## src/hdl/sdf_pkg.sv

```systemverilog
// constants for the sinc5 decimation filter
package sdf_pkg;
    localparam int          SDF_MOD_DIV    = 6;      // system clocks per modulator sample
    localparam int          SDF_DECIM      = 64;     // modulator samples per result
    localparam int          SDF_ORDER      = 5;      // sinc order
    localparam int          SDF_RES_W      = 24;     // result width
    localparam int          SDF_ACC_W      = 32;     // 5*log2(64)+2: both full-scale ends fit
    localparam int          SDF_SETTLE_CNV = 5;      // conversions to settle
    localparam int          SDF_SETTLE_CLK = SDF_SETTLE_CNV * SDF_DECIM * SDF_MOD_DIV;
    localparam int          SDF_RDY_LOW    = 6;      // system clocks ready held low
    localparam logic [2:0]  SDF_DIV_LAST   = 3'h5;   // last phase of modulator divider
    localparam logic [5:0]  SDF_DEC_LAST   = 6'h3F;  // last phase of decimation counter
endpackage : sdf_pkg

```

## src/hdl/sdf_filter.sv

```systemverilog
// sinc5 decimate-by-64 filter with result register and ready indication
// Contract
// - modulator sample every six system clocks
// - one result per 64 modulator samples
// - fifth-order 64-tap moving average cascade
// - store result, then pull ready low
// - settled after five conversions, 1920 clocks
// - one result per 384 system clocks
// - 24-bit two's complement, parallel result register
`timescale 1ns/1ps
`default_nettype none
module sdf_filter
    import sdf_pkg::*;
#(
    parameter int RES_W = SDF_RES_W
) (
    // clock and reset
    input  wire logic             sys_clk,
    input  wire logic             rst_n,
    // modulator side
    input  wire logic             mod_bit,       // raw bitstream pin
    output logic                  mod_clk_en,    // one-cycle sample strobe
    // result side
    output logic [RES_W-1:0]      result_q,      // result output register
    output logic                  ready_n_q,     // ready indication, low = fresh
    output logic                  settled_q      // five conversions since reset
);
    // accumulator type
    typedef logic [SDF_ACC_W-1:0] sdf_acc_t;
    // comb output for a frame of all-ones input, 64 to the fifth
    localparam sdf_acc_t FULL_POS = sdf_acc_t'(SDF_DECIM ** SDF_ORDER);

    logic [1:0]       bit_sync_q;                  // pin synchroniser
    logic [2:0]       div_q;                       // system clock divider
    logic [5:0]       dec_q;                       // decimation phase
    sdf_acc_t         integ_q [SDF_ORDER];         // integrator chain
    sdf_acc_t         comb_q  [SDF_ORDER];         // comb delay registers
    sdf_acc_t         comb_v  [SDF_ORDER+1];       // comb stage values
    logic             dec_en;                      // end of decimation frame
    logic             done_q;                      // result stored last cycle
    logic [2:0]       low_cnt_q;                   // ready low length
    logic [2:0]       cnv_cnt_q;                   // conversions since reset
    logic [11:0]      age_q;                       // helper: clocks since reset
    logic [8:0]       per_q;                       // helper: clocks since last result

    // two-flop synchroniser on the modulator bit
    always_ff @(posedge sys_clk or negedge rst_n) begin
        if (!rst_n) begin
            bit_sync_q <= 2'h0;
        end else begin
            bit_sync_q <= {bit_sync_q[0], mod_bit};
        end
    end

    // divide by six for modulator rate
    always_ff @(posedge sys_clk or negedge rst_n) begin
        if (!rst_n) begin
            div_q <= 3'h0;
        end else if (div_q == SDF_DIV_LAST) begin
            div_q <= 3'h0;
        end else begin
            div_q <= div_q + 3'h1;
        end
    end
    assign mod_clk_en = (div_q == SDF_DIV_LAST);

    // decimation phase counter
    always_ff @(posedge sys_clk or negedge rst_n) begin
        if (!rst_n) begin
            dec_q <= 6'h0;
        end else if (mod_clk_en) begin
            dec_q <= dec_q + 6'h1;
        end
    end
    assign dec_en = mod_clk_en && (dec_q == SDF_DEC_LAST);

    // integrator chain, input mapped to +1 / -1
    always_ff @(posedge sys_clk or negedge rst_n) begin
        if (!rst_n) begin
            for (int i = 0; i < SDF_ORDER; i++) begin
                integ_q[i] <= '0;
            end
        end else if (mod_clk_en) begin
            integ_q[0] <= integ_q[0] + (bit_sync_q[1] ? sdf_acc_t'(1) : '1);
            for (int i = 1; i < SDF_ORDER; i++) begin
                integ_q[i] <= integ_q[i] + integ_q[i-1];
            end
        end
    end

    // comb cascade at the decimated rate
    always_comb begin
        comb_v[0] = integ_q[SDF_ORDER-1];
        for (int i = 0; i < SDF_ORDER; i++) begin
            comb_v[i+1] = comb_v[i] - comb_q[i];
        end
    end

    // comb delay registers
    always_ff @(posedge sys_clk or negedge rst_n) begin
        if (!rst_n) begin
            for (int i = 0; i < SDF_ORDER; i++) begin
                comb_q[i] <= '0;
            end
        end else if (dec_en) begin
            for (int i = 0; i < SDF_ORDER; i++) begin
                comb_q[i] <= comb_v[i];
            end
        end
    end

    // result register: top bits, positive full-scale saturates to the positive limit
    always_ff @(posedge sys_clk or negedge rst_n) begin
        if (!rst_n) begin
            result_q <= '0;
            done_q   <= 1'b0;
        end else begin
            done_q <= dec_en;
            if (dec_en) begin
                if (!comb_v[SDF_ORDER][SDF_ACC_W-1] && comb_v[SDF_ORDER][SDF_ACC_W-2]) begin
                    result_q <= {1'b0, {(RES_W-1){1'b1}}};
                end else begin
                    result_q <= comb_v[SDF_ORDER][SDF_ACC_W-2 -: RES_W];
                end
            end
        end
    end

    // ready goes low one cycle after the store, for a fixed time
    always_ff @(posedge sys_clk or negedge rst_n) begin
        if (!rst_n) begin
            ready_n_q <= 1'b1;
            low_cnt_q <= 3'h0;
        end else if (done_q) begin
            ready_n_q <= 1'b0;
            low_cnt_q <= 3'(SDF_RDY_LOW - 1);
        end else if (low_cnt_q != 3'h0) begin
            low_cnt_q <= low_cnt_q - 3'h1;
        end else begin
            ready_n_q <= 1'b1;
        end
    end

    // settled flag after five conversions
    always_ff @(posedge sys_clk or negedge rst_n) begin
        if (!rst_n) begin
            cnv_cnt_q <= 3'h0;
            settled_q <= 1'b0;
        end else if (dec_en && !settled_q) begin
            cnv_cnt_q <= cnv_cnt_q + 3'h1;
            settled_q <= (cnv_cnt_q == 3'(SDF_SETTLE_CNV - 1));
        end
    end

    // helper count of clocks since reset, saturating
    always_ff @(posedge sys_clk or negedge rst_n) begin
        if (!rst_n) begin
            age_q <= 12'h0;
        end else if (age_q != 12'hFFF) begin
            age_q <= age_q + 12'h1;
        end
    end

    // helper count of clocks since the last stored result, restarts on a store
    always_ff @(posedge sys_clk or negedge rst_n) begin
        if (!rst_n) begin
            per_q <= 9'h0;
        end else if (dec_en) begin
            per_q <= 9'h0;
        end else begin
            per_q <= per_q + 9'h1;
        end
    end

    // strobe spacing is exactly six clocks
    property p_mod_div;
        @(posedge sys_clk) disable iff (!rst_n)
        mod_clk_en |-> ##1 !mod_clk_en [*5] ##1 mod_clk_en;
    endproperty
    a_mod_div: assert property (p_mod_div) else $error("modulator strobe spacing wrong");

    // results come exactly 384 clocks apart, the first 384 clocks after reset
    property p_rate;
        @(posedge sys_clk) disable iff (!rst_n)
        dec_en == (per_q == 9'(SDF_DECIM * SDF_MOD_DIV - 1));
    endproperty
    a_rate: assert property (p_rate) else $error("result period wrong");

    // decimation frame only on last phase
    property p_decim;
        @(posedge sys_clk) disable iff (!rst_n)
        dec_en |-> ##1 (dec_q == 6'h0);
    endproperty
    a_decim: assert property (p_decim) else $error("decimation phase wrong");

    // ready falls the cycle after a store and lasts six clocks
    property p_ready;
        @(posedge sys_clk) disable iff (!rst_n)
        done_q |=> !ready_n_q [*6] ##1 ready_n_q;
    endproperty
    a_ready: assert property (p_ready) else $error("ready pulse wrong");

    // result stable while ready is low
    property p_result_hold;
        @(posedge sys_clk) disable iff (!rst_n)
        (!ready_n_q && $past(!ready_n_q)) |-> $stable(result_q);
    endproperty
    a_result_hold: assert property (p_result_hold) else $error("result changed during ready");

    // settled rises at the fifth result, 1920 clocks after reset
    property p_settle;
        @(posedge sys_clk) disable iff (!rst_n)
        $rose(settled_q) |-> (age_q == 12'(SDF_SETTLE_CLK));
    endproperty
    a_settle: assert property (p_settle) else $error("settling time wrong");

    // a frame at positive full scale saturates to the largest code
    property p_dc;
        @(posedge sys_clk) disable iff (!rst_n)
        (dec_en && (comb_v[SDF_ORDER] == FULL_POS)) |=> (result_q == {1'b0, {(RES_W-1){1'b1}}});
    endproperty
    a_dc: assert property (p_dc) else $error("full-scale result not saturated");

    // no ready pulse before the first complete frame
    property p_first;
        @(posedge sys_clk) disable iff (!rst_n)
        (age_q < 12'(SDF_DECIM * SDF_MOD_DIV)) |-> ready_n_q;
    endproperty
    a_first: assert property (p_first) else $error("ready before first result");

endmodule : sdf_filter
`default_nettype wire

```

## config.mk

```make
export PLATFORM = sky130hd
export DESIGN_NAME = sdf_filter
export DESIGN_NICKNAME = d
export VERILOG_FILES = /design/src/hdl/sdf_pkg.sv /design/src/hdl/sdf_filter.sv
export SDC_FILE = /design/constraint.sdc
export NUM_CORES = 1
export LEC_CHECK = 0
export ABC_CLOCK_PERIOD_IN_PS = 9500
export BUFFER_PORTS_ARGS = -buffer_cell sky130_fd_sc_hd__buf_4
export CORE_ASPECT_RATIO = 1.4
export CORE_MARGIN = 2
export CORE_UTILIZATION = 45
export CTS_CLUSTER_SIZE = 28
export DETAILED_ROUTE_END_ITERATION = 8
export HOLD_SLACK_MARGIN = 0.05
export MAX_ROUTING_LAYER = met4
export SLEW_MARGIN = 20
export SYNTH_ARGS = -nofsm -noshare
export SYNTH_HDL_FRONTEND = slang
export SYNTH_SLANG_ARGS = --single-unit
```

## constraint.sdc

```tcl
create_clock -name sys_clk -period 9.5 [get_ports sys_clk]
set_input_delay 1.9 -clock sys_clk [delete_from_list [all_inputs] [get_ports sys_clk]]
set_output_delay 1.9 -clock sys_clk [all_outputs]
set_load 0.05 [all_outputs]
```

# Yosys cells after proc, flatten, opt, wreduce, memory -nomap -nowiden
# Index checks and enable logic that the tools add are counted.
[op_classes]
add_sub_neg = 14
reduce_logical = 7
n_mux = 7
eq_ne = 4
[ops]
columns = ["cell", "count"]
rows = [
  ["$add A32 B32 Y32", 5],
  ["$sub A32 B32 Y32", 5],
  ["$mux W32", 1],
  ["$mux W24", 1],
  ["$mux W3", 3],
  ["$add A3 B1 Y3 const B", 2],
  ["$add A6 B1 Y6 const B", 1],
  ["$eq A3 B3 Y1 const B", 2],
  ["$eq A6 B6 Y1 const B", 1],
  ["$logic_and A1 B1 Y1", 3],
  ["$reduce_bool A3 Y1", 1],
  ["$sub A3 B1 Y3 const B", 1],
  ["$logic_not A1 Y1", 2],
  ["$mux W1", 2],
  ["$ne A2 B2 Y1 const B", 1],
  ["$reduce_bool A2 Y1", 1],
]
[word_totals]
elab_cells = 51
reg_bits = 364
out_inout_bits = 27
in_bits = 3

# Depth between registers and ports, before layout
# Gate-level depths: netlist of the first run.
[depth]
word_depth = 8
depth_mapped = 49
ltp_nobuf = 48

# Worst setup path before layout of the first run
# No wires, ideal clock.
[synth_path]
path_type = "register to register"
startpoint = "register integ_q (netlist bit comb_v[160])"
endpoint = "register result_q[22]"
synth_period_minus_slack_ps = 8682
setup_time_ps = 136
n_path_buf = 0
setup_slack_ps = 818
stages_incl_launch_ff = 41
arrival_ps = 8545
required_ps = 9364
path_cell_list = "dfrtp_1 -> inv_1 -> ha_1 -> inv_1 -> fa_1 -> a21o_1 -> a21oi_1 -> o21ai_0 -> a21oi_1 -> xnor2_1 -> ha_1 -> a21o_1 -> or4_4 -> nand3_1 -> o21ai_0 -> a21boi_0 -> xnor2_1 -> ha_1 -> [... 5 more ...] -> a21o_1 -> a21oi_1 -> xnor2_1 -> ha_1 -> a2111oi_0 -> a41oi_2 -> or2_2 -> xor2_1 -> ha_1 -> o21a_1 -> o21a_1 -> o21ai_0 -> a21oi_1 -> or2_2 -> and2_1 -> o21a_1 -> o41ai_1 -> nand3_2"
[synth_rtl]
columns = ["item", "line", "text"]
rows = [
  ["from (decl)", "sdf_filter.sv:36", "sdf_acc_t integ_q [SDF_ORDER];"],
  ["from (signal, indexed assignment)", "sdf_filter.sv:86", "integ_q[i] <= integ_q[i] + integ_q[i-1];"],
  ["to (signal assigned)", "sdf_filter.sv:121", "result_q <= {1'b0, {(RES_W-1){1'b1}}};"],
  ["to (signal assigned)", "sdf_filter.sv:123", "result_q <= comb_v[SDF_ORDER][SDF_ACC_W-2 -: RES_W];"],
  ["to (decl)", "sdf_filter.sv:24", "output logic [RES_W-1:0] result_q,"],
]

==> metrics, run 1 <==
hold wc startpoint bit_sync_q[0]$_DFF_PN0_; Largest delay share family, worst path compound AO/OA/AOI/OAI gates; Core Footprint 60800 µm²; Worst Setup Start Kind flop; pre-CTS setup slack 0.110 ns; Nets 3622; Core Rows 107; WL per Instance 14.3 µm; Adder-Cell Fraction of Synth Area 0.148; clk root buf clkbuf_16; CP Class flop to flop; ys async rst share 1.00; DRC 0; layout cells sized above 1 0.0787; Area Overhead vs Synth 10.9%; Vias per Instance 5.46; crit path time final 9.10 ns; Clock Pin Slew Worst Setup and Hold Paths 0.06 ns; Commonest cells post-synth nand2_1 (450), o21ai_0 (403), dfrtp_1 (363); r2r worst-path depth 44; Final Hold Vio Count 0; mux cell area share after synthesis 0.00919; slew margin rel. 0.302; largest cells by area after synthesis dfrtp_1 (33%), ha_1 (14%), o21ai_0 (7.3%); max incr delay on CP 0.42 ns; drt pass-1 iters 5; f_max 110 MHz; count of final setup violators 0; Worst Max-Slew Pin Slew 1.02 ns; reg-to-reg critical path startpoint comb_v[160]$_DFFE_PN0P_; worst reg2reg endpoint result_q[2]$_DFFE_PN0P_; Setup crit start comb_v[160]$_DFFE_PN0P_; worst hold slack 0.350 ns; total CTS buffers 41; sequential area share after synthesis 0.330; Worst EP required 9.98 ns; fillers 5698; max-cap viol count 0; Die X 213 µm; Syn Area/Cell 8.48 µm²; Hold Path Stages 0; Final Skew 0.0185 ns; first-pass GRT wire length 100000 µm; area leader, netlist dfrtp_1; final worst path period share 0.958; input/output buffers 29; crit path DAT 9.59 ns; Slew Limit Fails 0; worst hold path class flop to flop; non-filler cells, final 4145; # clock sinks 364; Worst path slowest cell or3_4; compound-cell area share of the yosys netlist 0.238; count of different cell masters after synthesis 81; CP Max Fanout 6; IO Pins 30; via count 22612; DIE AREA 63500 µm²; Synth Area in XOR/XNOR 0.0878; most frequent cell after synthesis nand2_1; status finished clean; Primary FF master, synth dfrtp_1; Detail Route Antenna Nets 0; initial antenna violation count 0; synth warn 0; height of the die 297 µm; Post-Synthesis Cell Area 27600 µm²; CTS tree yes; Worst Setup End Kind flop; syn_nets 3584; largest net degree at the start of global routing 246; via count of the first global-routing pass 22578; Detailed Place HPWL 43100 µm; #FFs+latches synth 364; Post-Synth Simple-Gate Area 0.143; worst skew pair latency 0.56 ns; Worst Hold Endpoint bit_sync_q[1]$_DFF_PN0_; H-tree depth 2; GPL Wtd Cong 0.939; synthesized netlist cell count 3259; Post-synth EDFFs 0; Yosys top cell area share 0.329; critical path buffer and inverter count 7; FF-to-FF setup slack 0.40 ns; GRT Total Usage 0.191; Max Buffers Root-to-Sink 3; initial core utilization 0.455; antenna cells 0; placed cell count 4043; TNS Setup 0 ns; final worst slack 0.397 ns; total wire length 59200 µm; main combinational cell family by area after synthesis compound AO/OA/AOI/OAI gates; DR iter-0 viols 948; total congestion overflow 0
sequential cells by signal, summed over array words and instances, names as in the netlist:
register	flops
bit_sync_q	2
cnv_cnt_q	3
comb_q	160
comb_v	32
dec_q	6
div_q	3
done_q	1
integ_q	128
low_cnt_q	3
ready_n_q	1
result_q	24
settled_q	1
repair_timing:
item,4_1_cts,5_1_grt
hold buffers,0,0
resized for setup,0,77
setup endpoints to repair,0,24
setup buffers,0,25
through the flow:
step,utilization,instance area (µm²)
after floorplan,-,27600
after global placement,0.473,28800
after detailed placement,0.473,28800
after CTS,0.495,30100
after global routing,0.504,30700
final,0.504,30700
final cells by class:
cell class | count | area, µm² | share of cell area
timing repair buffer | 76 | 603 | 0.0197
multi-input combinational | 2577 | 17700 | 0.576
tap | 817 | 1020 | 0.0333
inverter | 237 | 902 | 0.0294
clock buffer | 61 | 1230 | 0.0402
clock inverter | 13 | 121 | 0.00396
sequential | 364 | 9110 | 0.297
how the worst max path moves through the flow:
stage	to	slack, ns	cells past startpoint
floorplan	result_q[22]$_DFFE_PN0P_	0.82	40
global placement	result_q[1]$_DFFE_PN0P_	0.23	41
detailed placement	result_q[1]$_DFFE_PN0P_	0.11	48
CTS	result_q[1]$_DFFE_PN0P_	0.03	48
global route	result_q[11]$_DFFE_PN0P_	-0.16	49
finish	result_q[2]$_DFFE_PN0P_	0.40	44
metal layers:
| layer | vias to the layer above | wire [µm] | GRT usage |
|---|---|---|---|
| li1 | 11609 | - | - |
| met2 | 277 | 31800 | 0.361 |
| met3 | 169 | 1300 | 0.0213 |
| met5 | - | 0 | - |
| met4 | 0 | 2630 | 0.0913 |
| met1 | 10557 | 23500 | 0.192 |
layout by cell type, fill, tap and decap left out, drive strengths merged, types with 11 or more instances in the layout:
master   Yosys  layout
a211oi      16      16
o21bai      36      36
nor3        48      48
xor2       112     112
and2        11      11
o31ai       21      21
clkbuf      72      61
nand2b      33      33
xnor2      159     159
buf         12      76
a31o        13      13
nand3       39      39
o21a        50      50
nand2      450     450
ha         313     313
o211ai      25      25
a21o       127     127
o21ai      404     404
dfrtp      363     363
a21boi      15      15
nand4       21      21
a21oi      261     261
or3         11      14
nor2       158     158
and3        21      21
mux2        19      19
inv        237     237
a31oi       25      25
nor2b       39      39
a2111oi     11      11
kinds of logic after synthesis:
logic type / Yosys count
AOI/OAI and AO/OA: 1078
adders and majority gates: 322
muxes: 23
DFF: 364
xor gates and xnor gates: 273
buffers and inverters: 321
and+or+nand+nor: 878
worst register-to-register path: cells and delay by family (launching register included):
kind | cells | cell delay [ns]
simple gates | 4 | 0.92
buf+inv | 7 | 0.93
flops | 1 | 0.38
compound gates | 22 | 4.30
xor+xnor | 5 | 0.69
fa+ha+maj | 6 | 1.81
Power of run 1 is left out: the tool's default activity adds up to more than one toggle a clock period on the data nets, which glitch-free logic cannot reach.
==> run 2: changes to the inputs <==
--- a/config.mk
+++ b/config.mk
@@ -9,12 +9,12 @@
 export BUFFER_PORTS_ARGS = -buffer_cell sky130_fd_sc_hd__buf_4
 export CORE_ASPECT_RATIO = 1.4
 export CORE_MARGIN = 2
-export CORE_UTILIZATION = 45
+export CORE_UTILIZATION = 55
 export CTS_CLUSTER_SIZE = 28
 export DETAILED_ROUTE_END_ITERATION = 8
 export HOLD_SLACK_MARGIN = 0.05
 export MAX_ROUTING_LAYER = met4
-export SLEW_MARGIN = 20
+export PLACE_DENSITY = 0.71
 export SYNTH_ARGS = -nofsm -noshare
 export SYNTH_HDL_FRONTEND = slang
 export SYNTH_SLANG_ARGS = --single-unit
==> metrics, run 2 (same netlist as run 1, synthesis figures left out) <==
hold_buf cts 0 (unchanged); Worst Setup End Kind flop (unchanged); placed cell count 3863 (was 4043); drt pass-1 iters 5 (unchanged); non-filler cells, final 3952 (was 4145); Final Skew 0.0201 ns (was 0.0185 ns); largest net degree at the start of global routing 267 (was 246); CTS tree yes (unchanged); Max Buffers Root-to-Sink 3 (unchanged); Detail Route Antenna Nets 0 (unchanged); Detailed Place HPWL 41700 µm (was 43100 µm); TNS Setup 0 ns (unchanged); IO Pins 30 (unchanged); Nets 3604 (was 3622); Largest register FFs 160 (unchanged); slew margin rel. 0.227 (was 0.302); DRC 0 (unchanged); Worst Setup Start Kind flop (unchanged); f_max 109 MHz (was 110 MHz); via count of the first global-routing pass 22736 (was 22578); WL per Instance 14.7 µm (was 14.3 µm); via count 22500 (was 22612); antenna cells 0 (unchanged); clk root buf clkbuf_16 (unchanged); height of the die 269 µm (was 297 µm); final worst path period share 0.964 (was 0.958); worst hold path class flop to flop (unchanged); FF-to-FF setup slack 0.34 ns (was 0.40 ns); count of final setup violators 0 (unchanged); Slew Limit Fails 0 (unchanged); Clock Pin Slew Worst Setup and Hold Paths 0.06 ns (about the same); Worst EP required 9.99 ns (was 9.98 ns); most frequent cells in the layout nand2_1 (450), o21ai_0 (398), dfrtp_1 (363), ha_1 (308), a21oi_1 (245) (was nand2_1 (448), o21ai_0 (396), dfrtp_1 (363), ha_1 (306), a21oi_1 (244)); Worst Max-Slew Pin Slew 1.13 ns (was 1.02 ns); worst skew pair latency 0.56 ns (about the same); Core Footprint 49900 µm² (was 60800 µm²); max-cap viol count 0 (unchanged); DR iter-0 viols 807 (was 948); Worst path slowest cell or4b_4 (was or3_4); Core Rows 97 (was 107); Vias per Instance 5.69 (was 5.46); GRT Total Usage 0.224 (was 0.191); initial antenna violation count 0 (unchanged); GPL Wtd Cong 0.917 (was 0.939); CP Class flop to flop (unchanged); initial core utilization 0.554 (was 0.455); total wire length 57900 µm (was 59200 µm); max incr delay on CP 0.51 ns (was 0.42 ns); # clock sinks 364 (unchanged); Final Hold Vio Count 0 (unchanged); DIE AREA 52100 µm² (was 63500 µm²); CP Max Fanout 5 (was 6); status finished clean (unchanged); crit path time final 9.16 ns (was 9.10 ns); Area Overhead vs Synth 9.08% (was 10.9%); total CTS buffers 41 (unchanged); first-pass GRT wire length 98600 µm (was 100000 µm); layout cells sized above 1 0.0698 (was 0.0787); total congestion overflow 0 (unchanged); input/output buffers 29 (unchanged); Biggest register comb_q (unchanged); commonest non-fill, non-tap cell in the layout nand2_1 (unchanged); Die X 193 µm (was 213 µm); crit path DAT 9.64 ns (was 9.59 ns); H-tree depth 2 (unchanged)
## run 2: repair_timing
item                                    CTS  global route
buffers inserted                          0            13
pin swaps                                 0            22
gates resized for setup                   2            53
endpoints found under the setup margin    1            24
cloned                                    0             3
## run 2: worst max-delay path, delay by kind of cell, from the launching register on
kind            cells  cell delay, ns
compound gates     24            3.82
simple gates        9            2.17
fa+ha+maj           6            1.75
xor+xnor            4            0.64
flops               1            0.39
buf+inv             3            0.33
## run 2: metrics by stage
step	hold slack (ns)	util	setup slack [ns]	area [µm²]
2_1_floorplan	0.331	-	0.818	27600
3_3_place_gp	0.343	0.571	0.244	28500
3_5_place_dp	0.336	0.571	0.0541	28500
4_1_cts	0.349	0.598	0.0154	29800
5_1_grt	0.366	0.605	-0.150	30200
6_report	0.347	0.605	0.343	30200
## run 2: area by class of cell
type	instances	area [µm²]
sequential	364	9110
inverter	237	897
fill	4204	19700
clock inverter	17	176
tap	643	805
clock buffer	56	1150
multi-input combinational	2577	17500
timing repair buffer	58	468
## run 2: metal layers
metal / vias to the layer above / global-route usage / wire length [µm]
li1: 11539 / - / -
met4: 0 / 0.0944 / 2430
met5: - / - / 0
met1: 10487 / 0.229 / 23200
met2: 307 / 0.431 / 31100
met3: 167 / 0.0223 / 1200
## run 2: final timing paths
check | from | end | depth (start not counted)
max | comb_v[160]$_DFFE_PN0P_ | result_q[3]$_DFFE_PN0P_ | 46
min | bit_sync_q[0]$_DFF_PN0_ | bit_sync_q[1]$_DFF_PN0_ | 0
max reg2reg | comb_v[160]$_DFFE_PN0P_ | result_q[3]$_DFFE_PN0P_ | 46
min reg2reg | bit_sync_q[0]$_DFF_PN0_ | bit_sync_q[1]$_DFF_PN0_ | 0
max in group asynchronous | rst_n | div_q[2]$_DFF_PN0_ | 3
min in group asynchronous | rst_n | comb_q[0]$_DFFE_PN0P_ | 1
Power of run 2 is left out for the same reason.
